--- config.mk ---
export PLATFORM = sky130hd
export DESIGN_NAME = wdt_top
export DESIGN_NICKNAME = d
export VERILOG_FILES = /design/src/inc/wdt_pkg.sv /design/src/inc/wdt_cfg_if.sv /design/src/logic/wdt_counter.sv /design/src/logic/wdt_top.sv
export VERILOG_INCLUDE_DIRS = /design/src /design/src/inc
export SDC_FILE = /design/constraint.sdc
export NUM_CORES = 1
export LEC_CHECK = 0
export ABC_AREA = 1
export BUFFER_PORTS_ARGS = -buffer_cell sky130_fd_sc_hd__buf_4
export CAP_MARGIN = 10
export CORE_MARGIN = 5
export CORE_UTILIZATION = 45
export DETAILED_ROUTE_END_ITERATION = 8
export GPL_TIMING_DRIVEN = 1
export PLACE_DENSITY_LB_ADDON = 0.15
export SETUP_SLACK_MARGIN = 0.02
export SLEW_MARGIN = 20
export SYNTH_ARGS = -nofsm -noshare
export SYNTH_HDL_FRONTEND = slang
export SYNTH_SLANG_ARGS = --single-unit
--- constraint.sdc ---
create_clock -name clk -period 2.29 [get_ports clk]
set_input_delay 0.1145 -clock clk [delete_from_list [all_inputs] [get_ports clk]]
set_output_delay 0.1145 -clock clk [all_outputs]
set_load 0.01 [all_outputs]
--- src/inc/wdt_map.svh ---
// Overview of operation
// - Period field picks 16/32/64/128 s, reset 128
// - Changing period reloads countdown immediately
// - Expiry requests power-off, or power-reset when set
// - Writing feed one restarts full interval
// - Timer counts only while run bit set
// - Guard set: clearing run bit ignored
// - Guard clear: run bit freely set/cleared
// - Guard read-only factory value; run reset factory
`ifndef WDT_MAP_SVH
`define WDT_MAP_SVH
`define WDT_CFG_ADDR      8'h17
`define TIMEOUT_PERIOD_SEL_HI        5
`define TIMEOUT_PERIOD_SEL_LO        4
`define WDT_ACT_BIT       3
`define WDT_FEED_BIT      2
`define WDT_RUN_BIT       1
`define WDT_GUARD_BIT     0
`define TIMEOUT_PERIOD_SEL_RESET     2'h3
`define WDT_ACT_RESET     1'h0
`define WDT_BASE_SEC      16
`define WDT_CLK_HZ        100000000
`define WDT_BASE_CYC      (`WDT_BASE_SEC * `WDT_CLK_HZ)
`endif

--- src/inc/wdt_pkg.sv ---
package wdt_pkg;
  typedef enum logic [1:0] {
    WDT_ACT_OFF   = 2'h1,
    WDT_ACT_RESET = 2'h2
  } wdt_action_t;
endpackage : wdt_pkg

--- src/inc/wdt_cfg_if.sv ---
`timescale 1ns/10ps
`default_nettype none
// Settings handed from the register to the countdown
interface wdt_cfg_if;
  logic [1:0] period_sel;
  logic       run;
  logic       reload;
  logic       expired;
  modport regs (output period_sel, output run, output reload, input expired);
  modport cnt  (input period_sel, input run, input reload, output expired);
endinterface : wdt_cfg_if
`default_nettype wire

--- src/logic/wdt_counter.sv ---
`timescale 1ns/10ps
`default_nettype none
`include "wdt_map.svh"
module wdt_counter
  import wdt_pkg::*;
#(
  parameter logic [39:0] BASE_CYC = 40'(`WDT_BASE_CYC)
) (
  // Clock and reset
  input  wire logic clk,
  input  wire logic srst,
  // Settings
  wdt_cfg_if.cnt    cfg
);
  logic [39:0] remain;
  logic [39:0] full;

  // Interval scales 16 s by a power of two
  assign full = BASE_CYC << cfg.period_sel;

  // Countdown; a reload always wins over counting
  always_ff @(posedge clk) begin
    if (srst) begin
      // Start loaded: a factory-enabled timer must not expire at once
      remain      <= full;
      cfg.expired <= 1'b0;
    end else if (cfg.reload || !cfg.run) begin
      remain      <= full;
      cfg.expired <= 1'b0;
    end else if (remain <= 40'h1) begin
      remain      <= full;
      cfg.expired <= 1'b1;
    end else begin
      remain      <= remain - 40'h1;
      cfg.expired <= 1'b0;
    end
  end

  // An expiry pulse needs a running timer
  property p_expire_needs_run;
    @(posedge clk) disable iff (srst) cfg.expired |-> $past(cfg.run) && !$past(cfg.reload);
  endproperty
  a_expire_needs_run: assert property (p_expire_needs_run) else $error("expiry while stopped");
endmodule : wdt_counter
`default_nettype wire

--- src/logic/wdt_top.sv ---
`timescale 1ns/10ps
`default_nettype none
`include "wdt_map.svh"
module wdt_top
  import wdt_pkg::*;
#(
  parameter logic [39:0] BASE_CYC = 40'(`WDT_BASE_CYC)
) (
  // Clock and reset
  input  wire logic       clk,
  input  wire logic       srst,
  // Factory configuration
  input  wire logic       factory_guard,
  input  wire logic       factory_run,
  // Register port from the serial interface
  input  wire logic [7:0] reg_addr,
  input  wire logic       reg_wr,
  input  wire logic [7:0] reg_wdata,
  output logic [7:0]      reg_rdata,
  // Requests to the on/off controller
  output logic            power_off_req,
  output logic            power_reset_req
);
  wdt_cfg_if cfg ();
  logic [1:0] timeout_period_sel;
  logic       expiry_action_sel;
  logic       feed_strobe;
  logic       timer_run_bit;
  logic       disable_guard_bit;
  logic       hit;
  wdt_action_t action;

  assign hit = reg_wr && (reg_addr == `WDT_CFG_ADDR);

  // Guard bit captured from factory value, never written
  always_ff @(posedge clk) begin
    if (srst) disable_guard_bit <= factory_guard;
  end

  // Period and action fields
  always_ff @(posedge clk) begin
    if (srst) begin
      timeout_period_sel <= `TIMEOUT_PERIOD_SEL_RESET;
      expiry_action_sel  <= `WDT_ACT_RESET;
    end else if (hit) begin
      timeout_period_sel <= reg_wdata[`TIMEOUT_PERIOD_SEL_HI:`TIMEOUT_PERIOD_SEL_LO];
      expiry_action_sel  <= reg_wdata[`WDT_ACT_BIT];
    end
  end

  // Run bit; guard blocks clearing but not setting
  always_ff @(posedge clk) begin
    if (srst) timer_run_bit <= factory_run;
    else if (hit) begin
      if (reg_wdata[`WDT_RUN_BIT]) timer_run_bit <= 1'b1;
      else if (!disable_guard_bit) timer_run_bit <= 1'b0;
    end
  end

  // Feed strobe lasts one cycle, then reads back zero
  always_ff @(posedge clk) begin
    if (srst) feed_strobe <= 1'b0;
    else feed_strobe <= hit && reg_wdata[`WDT_FEED_BIT];
  end

  // Reload on feed or on a changed period
  assign cfg.reload = feed_strobe ||
                      (hit && reg_wdata[`TIMEOUT_PERIOD_SEL_HI:`TIMEOUT_PERIOD_SEL_LO] != timeout_period_sel);
  assign cfg.period_sel = (hit) ? reg_wdata[`TIMEOUT_PERIOD_SEL_HI:`TIMEOUT_PERIOD_SEL_LO] : timeout_period_sel;
  assign cfg.run = timer_run_bit;

  wdt_counter #(.BASE_CYC(BASE_CYC)) u_cnt (
    .clk  (clk),
    .srst (srst),
    .cfg  (cfg)
  );

  // Reserved bits read zero regardless of what was written
  always_comb begin
    reg_rdata = 8'h00;
    if (reg_addr == `WDT_CFG_ADDR) begin
      reg_rdata[`TIMEOUT_PERIOD_SEL_HI:`TIMEOUT_PERIOD_SEL_LO] = timeout_period_sel;
      reg_rdata[`WDT_ACT_BIT]   = expiry_action_sel;
      reg_rdata[`WDT_FEED_BIT]  = feed_strobe;
      reg_rdata[`WDT_RUN_BIT]   = timer_run_bit;
      reg_rdata[`WDT_GUARD_BIT] = disable_guard_bit;
    end
  end

  assign action = expiry_action_sel ? WDT_ACT_RESET : WDT_ACT_OFF;

  // Requests registered so they are glitch free
  always_ff @(posedge clk) begin
    if (srst) begin
      power_off_req   <= 1'b0;
      power_reset_req <= 1'b0;
    end else begin
      power_off_req   <= cfg.expired && (action == WDT_ACT_OFF);
      power_reset_req <= cfg.expired && (action == WDT_ACT_RESET);
    end
  end

  property p_lock_holds;
    @(posedge clk) disable iff (srst) disable_guard_bit && timer_run_bit |=> timer_run_bit;
  endproperty
  a_lock_holds: assert property (p_lock_holds) else $error("locked run bit cleared");

  property p_feed_clears;
    @(posedge clk) disable iff (srst) feed_strobe |=> !feed_strobe || $past(hit);
  endproperty
  a_feed_clears: assert property (p_feed_clears) else $error("feed did not clear");

  property p_one_req;
    @(posedge clk) disable iff (srst) !(power_off_req && power_reset_req);
  endproperty
  a_one_req: assert property (p_one_req) else $error("both requests at once");

  // Checks on the register port and the fields behind it

  // Other addresses read as zero
  property p_unmapped_zero;
    @(posedge clk) disable iff (srst) (reg_addr != `WDT_CFG_ADDR) |-> (reg_rdata == 8'h00);
  endproperty
  a_unmapped_zero: assert property (p_unmapped_zero)
    else $error("unmapped address read nonzero");

  // Reserved top bits always read zero
  property p_reserved_zero;
    @(posedge clk) disable iff (srst) reg_rdata[7:6] == 2'h0;
  endproperty
  a_reserved_zero: assert property (p_reserved_zero)
    else $error("reserved bits read nonzero");

  // A write lands the period field
  property p_period_write;
    @(posedge clk) disable iff (srst) hit |=> timeout_period_sel == $past(reg_wdata[`TIMEOUT_PERIOD_SEL_HI:`TIMEOUT_PERIOD_SEL_LO]);
  endproperty
  a_period_write: assert property (p_period_write)
    else $error("period field not written");

  // A write lands the action bit
  property p_action_write;
    @(posedge clk) disable iff (srst) hit |=> expiry_action_sel == $past(reg_wdata[`WDT_ACT_BIT]);
  endproperty
  a_action_write: assert property (p_action_write)
    else $error("action bit not written");

  // Setting the run bit always works, guard or not
  property p_run_set;
    @(posedge clk) disable iff (srst) hit && reg_wdata[`WDT_RUN_BIT] |=> timer_run_bit;
  endproperty
  a_run_set: assert property (p_run_set)
    else $error("run bit not set");

  // Without the guard a zero write stops the timer
  property p_run_clear_free;
    @(posedge clk) disable iff (srst) hit && !reg_wdata[`WDT_RUN_BIT] && !disable_guard_bit |=> !timer_run_bit;
  endproperty
  a_run_clear_free: assert property (p_run_clear_free)
    else $error("run bit not cleared");

  // Guard bit never moves outside reset
  property p_guard_const;
    @(posedge clk) disable iff (srst) $stable(disable_guard_bit);
  endproperty
  a_guard_const: assert property (p_guard_const)
    else $error("guard bit changed");

  // A feed write raises the strobe next cycle
  property p_feed_pulse;
    @(posedge clk) disable iff (srst) hit && reg_wdata[`WDT_FEED_BIT] |=> feed_strobe;
  endproperty
  a_feed_pulse: assert property (p_feed_pulse)
    else $error("feed write lost");

  // The strobe reloads the countdown
  property p_feed_reload;
    @(posedge clk) disable iff (srst) feed_strobe |-> cfg.reload;
  endproperty
  a_feed_reload: assert property (p_feed_reload)
    else $error("feed did not reload");

  // A changed period reloads in the same edge
  property p_period_reload;
    @(posedge clk) disable iff (srst)
      hit && (reg_wdata[`TIMEOUT_PERIOD_SEL_HI:`TIMEOUT_PERIOD_SEL_LO] != timeout_period_sel) |-> cfg.reload;
  endproperty
  a_period_reload: assert property (p_period_reload)
    else $error("period change did not reload");

  // Power-off only follows an expiry with action zero
  property p_off_source;
    @(posedge clk) disable iff (srst) power_off_req |-> $past(cfg.expired) && !$past(expiry_action_sel);
  endproperty
  a_off_source: assert property (p_off_source)
    else $error("power-off without cause");

  // Power-reset only follows an expiry with action one
  property p_reset_source;
    @(posedge clk) disable iff (srst) power_reset_req |-> $past(cfg.expired) && $past(expiry_action_sel);
  endproperty
  a_reset_source: assert property (p_reset_source)
    else $error("power-reset without cause");

  // Every expiry is passed on as a request
  property p_expiry_passed;
    @(posedge clk) disable iff (srst) cfg.expired |=> power_off_req || power_reset_req;
  endproperty
  a_expiry_passed: assert property (p_expiry_passed)
    else $error("expiry dropped");

  // A stopped timer never expires
  property p_stopped_silent;
    @(posedge clk) disable iff (srst) !timer_run_bit |=> !cfg.expired;
  endproperty
  a_stopped_silent: assert property (p_stopped_silent)
    else $error("expiry while run bit clear");

  // Writes elsewhere leave the period alone
  property p_unmapped_no_effect;
    @(posedge clk) disable iff (srst) reg_wr && (reg_addr != `WDT_CFG_ADDR) |=> $stable(timeout_period_sel);
  endproperty
  a_unmapped_no_effect: assert property (p_unmapped_no_effect)
    else $error("foreign write changed period");
endmodule : wdt_top
`default_nettype wire
**Word-level counts from Yosys, hierarchy flattened**

Cells that the tools add are included.

- Register bits after elaboration: 49
- Input bits: 21
- Output and inout port bits: 10
- Word-level logic and storage cells: 39

- $add $sub $neg: 1
- Magnitude comparators: 1
- Equal/unequal tests: 5
- Shift operators: 1
- Muxes and demuxes: 11
- Reduce and logical (&&, ||, !) cells: 11

Operator list:

| cell | number |
|---|---|
| 40-bit two-way mux | 3 |
| 40-bit by 1-bit <= comparator with 1-bit output, second input constant | 1 |
| 31-bit by 2-bit left shift with 40-bit output, first input constant | 1 |
| 40-bit by 1-bit subtractor with 40-bit output, second input constant | 1 |
| 8-bit by 5-bit == test with 1-bit output, second input constant | 1 |
| 6-bit two-way mux | 1 |
| 1-bit logical AND | 5 |
| 1-bit two-way mux | 5 |
| 2-bit two-way mux | 2 |
| 3-bit != test, second input constant | 1 |
| 2-bit by 1-bit == test with 1-bit output, second input constant | 1 |
| 2-bit == test, second input constant | 1 |
| 1-bit logical OR | 2 |
| 2-bit != test | 1 |
| 2-bit AND reduction | 1 |
| 2-bit nonzero test | 1 |
| 2-bit OR reduction | 1 |
| 1-bit zero test | 1 |

**Depth between registers and ports, before layout**

- Word-level depth: 7
- Depth in mapped cells: 14
- Gate-level depth less buffers: 13

**Hierarchy**

Synthesis repeated with hierarchy kept, for this count alone.

- Cells, all modules: 423
- Area total of the unflattened synthesis: 2806.4 µm²

Modules (own cells, without submodules):

| module | times used | cells each | area each (µm²) | seq. area each (µm²) |
|---|---|---|---|---|
| wdt_counter | 1 | 360 | 2361.0 | 820.8 |
| wdt_top | 1 | 63 | 445.4 | 180.2 |

**Worst setup path before layout**

No wires, ideal clock.

- Path kind: flip-flop to flip-flop
- From: register u_cnt.remain[0]
- To: register u_cnt.remain[24]
- Setup time: 0.111 ns
- Arrival time: 1.464 ns
- Setup slack: 0.715 ns
- Cell stages (with the launch flop): 11
- Buffers on the path: 1
- Period minus slack after synthesis: 1.575 ns
- Cells stage by stage: dfxtp_1 > inv_1 > ha_1 > nand2_2 > a21oi_1 > nand2_4 > nand2_8 > buf_6 > nand2_1 > inv_1 > nor2_1

- Word-level cells in the longest chain between the ends: 4

Ends and longest elaborated chain:

| what | line | source |
|---|---|---|
| from (decl) | wdt_counter.sv:15 | `logic [39:0] remain;` |
| from (signal assigned) | wdt_counter.sv:25 | `remain <= full;` |
| from (signal assigned) | wdt_counter.sv:28 | `remain <= full;` |
| from (signal assigned) | wdt_counter.sv:31 | `remain <= full;` |
| 40-bit by 1-bit subtractor with 40-bit output or 40-bit by 1-bit <= comparator with 1-bit output (tied branches) | wdt_counter.sv:34, wdt_counter.sv:30 |  |
| 40-bit two-way mux * | wdt_counter.sv:30 | `end else if (remain <= 40'h1) begin` |
| 40-bit two-way mux * | wdt_counter.sv:27 | `end else if (cfg.reload \|\| !cfg.run) begin` |
| 40-bit two-way mux * | wdt_counter.sv:23 | `if (srst) begin` |

Mark *: on every way between the ends. The rest lies on a longest branch, timed or not.
A chain may end at the register's enable or synchronous reset.

**Worst setup path in the final report**

- From: register u_cnt.remain[0]
- To: register u_cnt.remain[19]

The elaborated chain is that of the path after synthesis.

==> metrics <==
DIE HEIGHT=~88 um; Netlist cell types=33; CTS sink cnt=49; synthesis-stage register bit count=approximately 50; CTS tree=done; Area contributors post-synth=dfxtp_1 (34%), nand2_1 (15%), nor2_1 (12%); MaxCap Viol Count=0; final hold vios=0; most frequent cell after synthesis=nand2_1; core area=5920 um2; critical path data required time=2500 ps; clk slew on worst S/H paths=roughly 90 ps; starting density of the core=0.464; Die X=about 88 um; biggest area consumer among synthesized cells=dfxtp_1; initial drt markers=around 120; Post-synth EDFFs=2; n_diodes=0; Peak VDD IR=358 uV; initial antenna violation count=0; Seq/Total Area, Yosys=0.364; placed insts=512; top cell type's share of synthesized area=0.342; leakage power=1.41 nW; post-detail-place hpwl=4880 um; Avg Cell Area, Syn=6.61 um2; Mapped Area=2750 um2; Final min period=between 1500 and 2000 ps; # nets final=approximately 470; row count=28; maximum clock rate=about 500 MHz; crit path kind=reg2reg; status=finished, final reports clean; share of cells above drive strength 1=0.135; grt ovf=0; vias in the first global route=about 2400; pwr/cell area=601 nW/um2; via/cell ratio=4.91; DRT antenna net count=0; clock root cell=clkbuf_8; GPL Wtd Cong=0.984; Post-Synthesis Cells=between 400 and 500; Worst Setup SP=u_cnt.remain[0]; first-pass GRT wire length=around 11000 um; worst-path maximum fanout=34; wire per inst=11.8 um; Slew Viols, Final=0; drt total wl=6120 um; largest net degree at the start of global routing=35; Layout area overhead=12.1%; Final Non-Filler Cells=521; Startpoint Class=register; first-pass iteration count of the detailed router=4; ys async rst share=0; setup TNS=0 ps; FF-to-FF Start=u_cnt.remain[0]; RSZ-0062 raised after global routing=false; clk buf depth=2; hold_sp=srst; Vias=between 2000 and 3000; Final period util=0.854; Worst setup EP type=register; CTS Buf Count=5; PortBufs=25; insertion delay to the later sink of the worst-skew pair=300 ps; most common library cells after synthesis=nand2_1 (108), nor2_1 (87), dfxtp_1 (47); Place WS=307 ps; H-tree depth=2; main flop type after synthesis=dfxtp_1; Total GRT Usage=0.176; Setup Skew=around 6.5 ps; # Post-CTS Setup Buffers=0; final setup margin=335 ps; die area=7770 um2; Ports=31; YS warnings=0; Setup Viol. Count Final=0; Critical Path AT=2160 ps; # DRC=0; worst min-delay path class=in2reg
## where the power goes
group,leakage [nW],switching [mW],internal (mW)
clock network,0.0395,0.280,0.218
registers,0.403,0.0421,0.901
logic,0.972,0.263,0.150
total,1.41,0.585,1.27
## path summary, 6_finish.rpt
kind / endpoint / slack [ps] / cells past startpoint
worst max register to register: u_cnt.remain[19] / 330 / 9
worst min register to register: power_off_req / 420 / 1
worst max-delay path: u_cnt.remain[19] / 330 / 9
worst min-delay path: power_off_req / 20 / 2
## per-layer routing
layer  global-route usage  share of wire
met1                0.230           0.48
met2                0.294           0.46
met3               0.0357          0.046
met4               0.0549          0.013
met5                    0              0
## area by class of cell
class / count / area, um2
Inverter: 45 / 169
Clock buffer: 8 / 80.1
Fill cell: 634 / 2840
Multi-Input combinational cell: 318 / 1540
Timing Repair Buffer: 26 / 198
Tap cell: 75 / 93.8
Sequential cell: 49 / 1000
## timing repair
item                                   CTS  global route
resized for setup                        0             0
setup endpoints to repair                0             0
endpoints found under the hold margin    1             0
hold buffers                             1             0
## through the flow
step	hold slack, ps	utilization	area (um2)	power, mW
6_report	18.7	0.520	3080	1.85
3_5_place_dp	296	0.505	2990	1.37
5_1_grt	25.0	0.520	3080	1.98
4_1_cts	16.0	0.520	3080	1.88
2_1_floorplan	191	-	2750	1.28
3_3_place_gp	293	0.505	2990	1.37
## cells by family after synthesis
family,count (synthesis),share of synthesized area
buffers and inverters,50,0.0769
adder cells (fa/ha/maj),2,0.00910
AO/OA/AOI/OAI,33,0.0646
other,1,0.00136
XOR/XNOR,15,0.0478
AND/OR/NAND/NOR,266,0.436
flip-flops,49,0.364
## registers in the layout, indices dropped and copies added (netlist names)
signal / count
feed_strobe: 1
expiry_action_sel: 1
cfg.run: 1
power_off_req: 1
power_reset_req: 1
timeout_period_sel: 2
disable_guard_bit: 1
u_cnt.cfg.expired: 1
u_cnt.remain: 40
## critical path, cell delays in order (launching register included)
cell     delay (ps)
dfxtp_1         330
inv_1            90
ha_1            320
nand2_2         170
a21oi_1         260
nand2_4         130
nand2_8         220
nand3_1         190
inv_1           110
nor2_1           50
## layout by cell type, fill, tap and decap left out
cell           netlist  routed
clkbuf_8             0       5
ha_1                 2       2
a21oi_1             14      14
o21ai_1              2       2
a22oi_1              1       1
nand3_1             19      19
inv_1               42      42
or2_2                7       7
buf_4                2      25
nor2_2               7       7
o21bai_1             3       3
nand2_4              1       1
nand3b_1             1       1
nand2_1            108     108
xor2_1              10      10
nor2_4               5       5
or2_0                1       1
nand3_2              2       2
nand2_8              1       1
a31oi_1              2       2
clkbuf_1             0       3
nand2_2              3       3
nor3_2               1       1
edfxtp_1             2       2
and2_1               3       3
conb_1               1       2
xnor2_1              5       5
dlygate4sd3_1        0       1
inv_2                3       3
nor3_1               8       8
dfxtp_1             47      47
nand4_1             12      12
nor2_1              87      87
o21ai_0             11      11
Note: power is estimated with default switching activity, not from simulation.
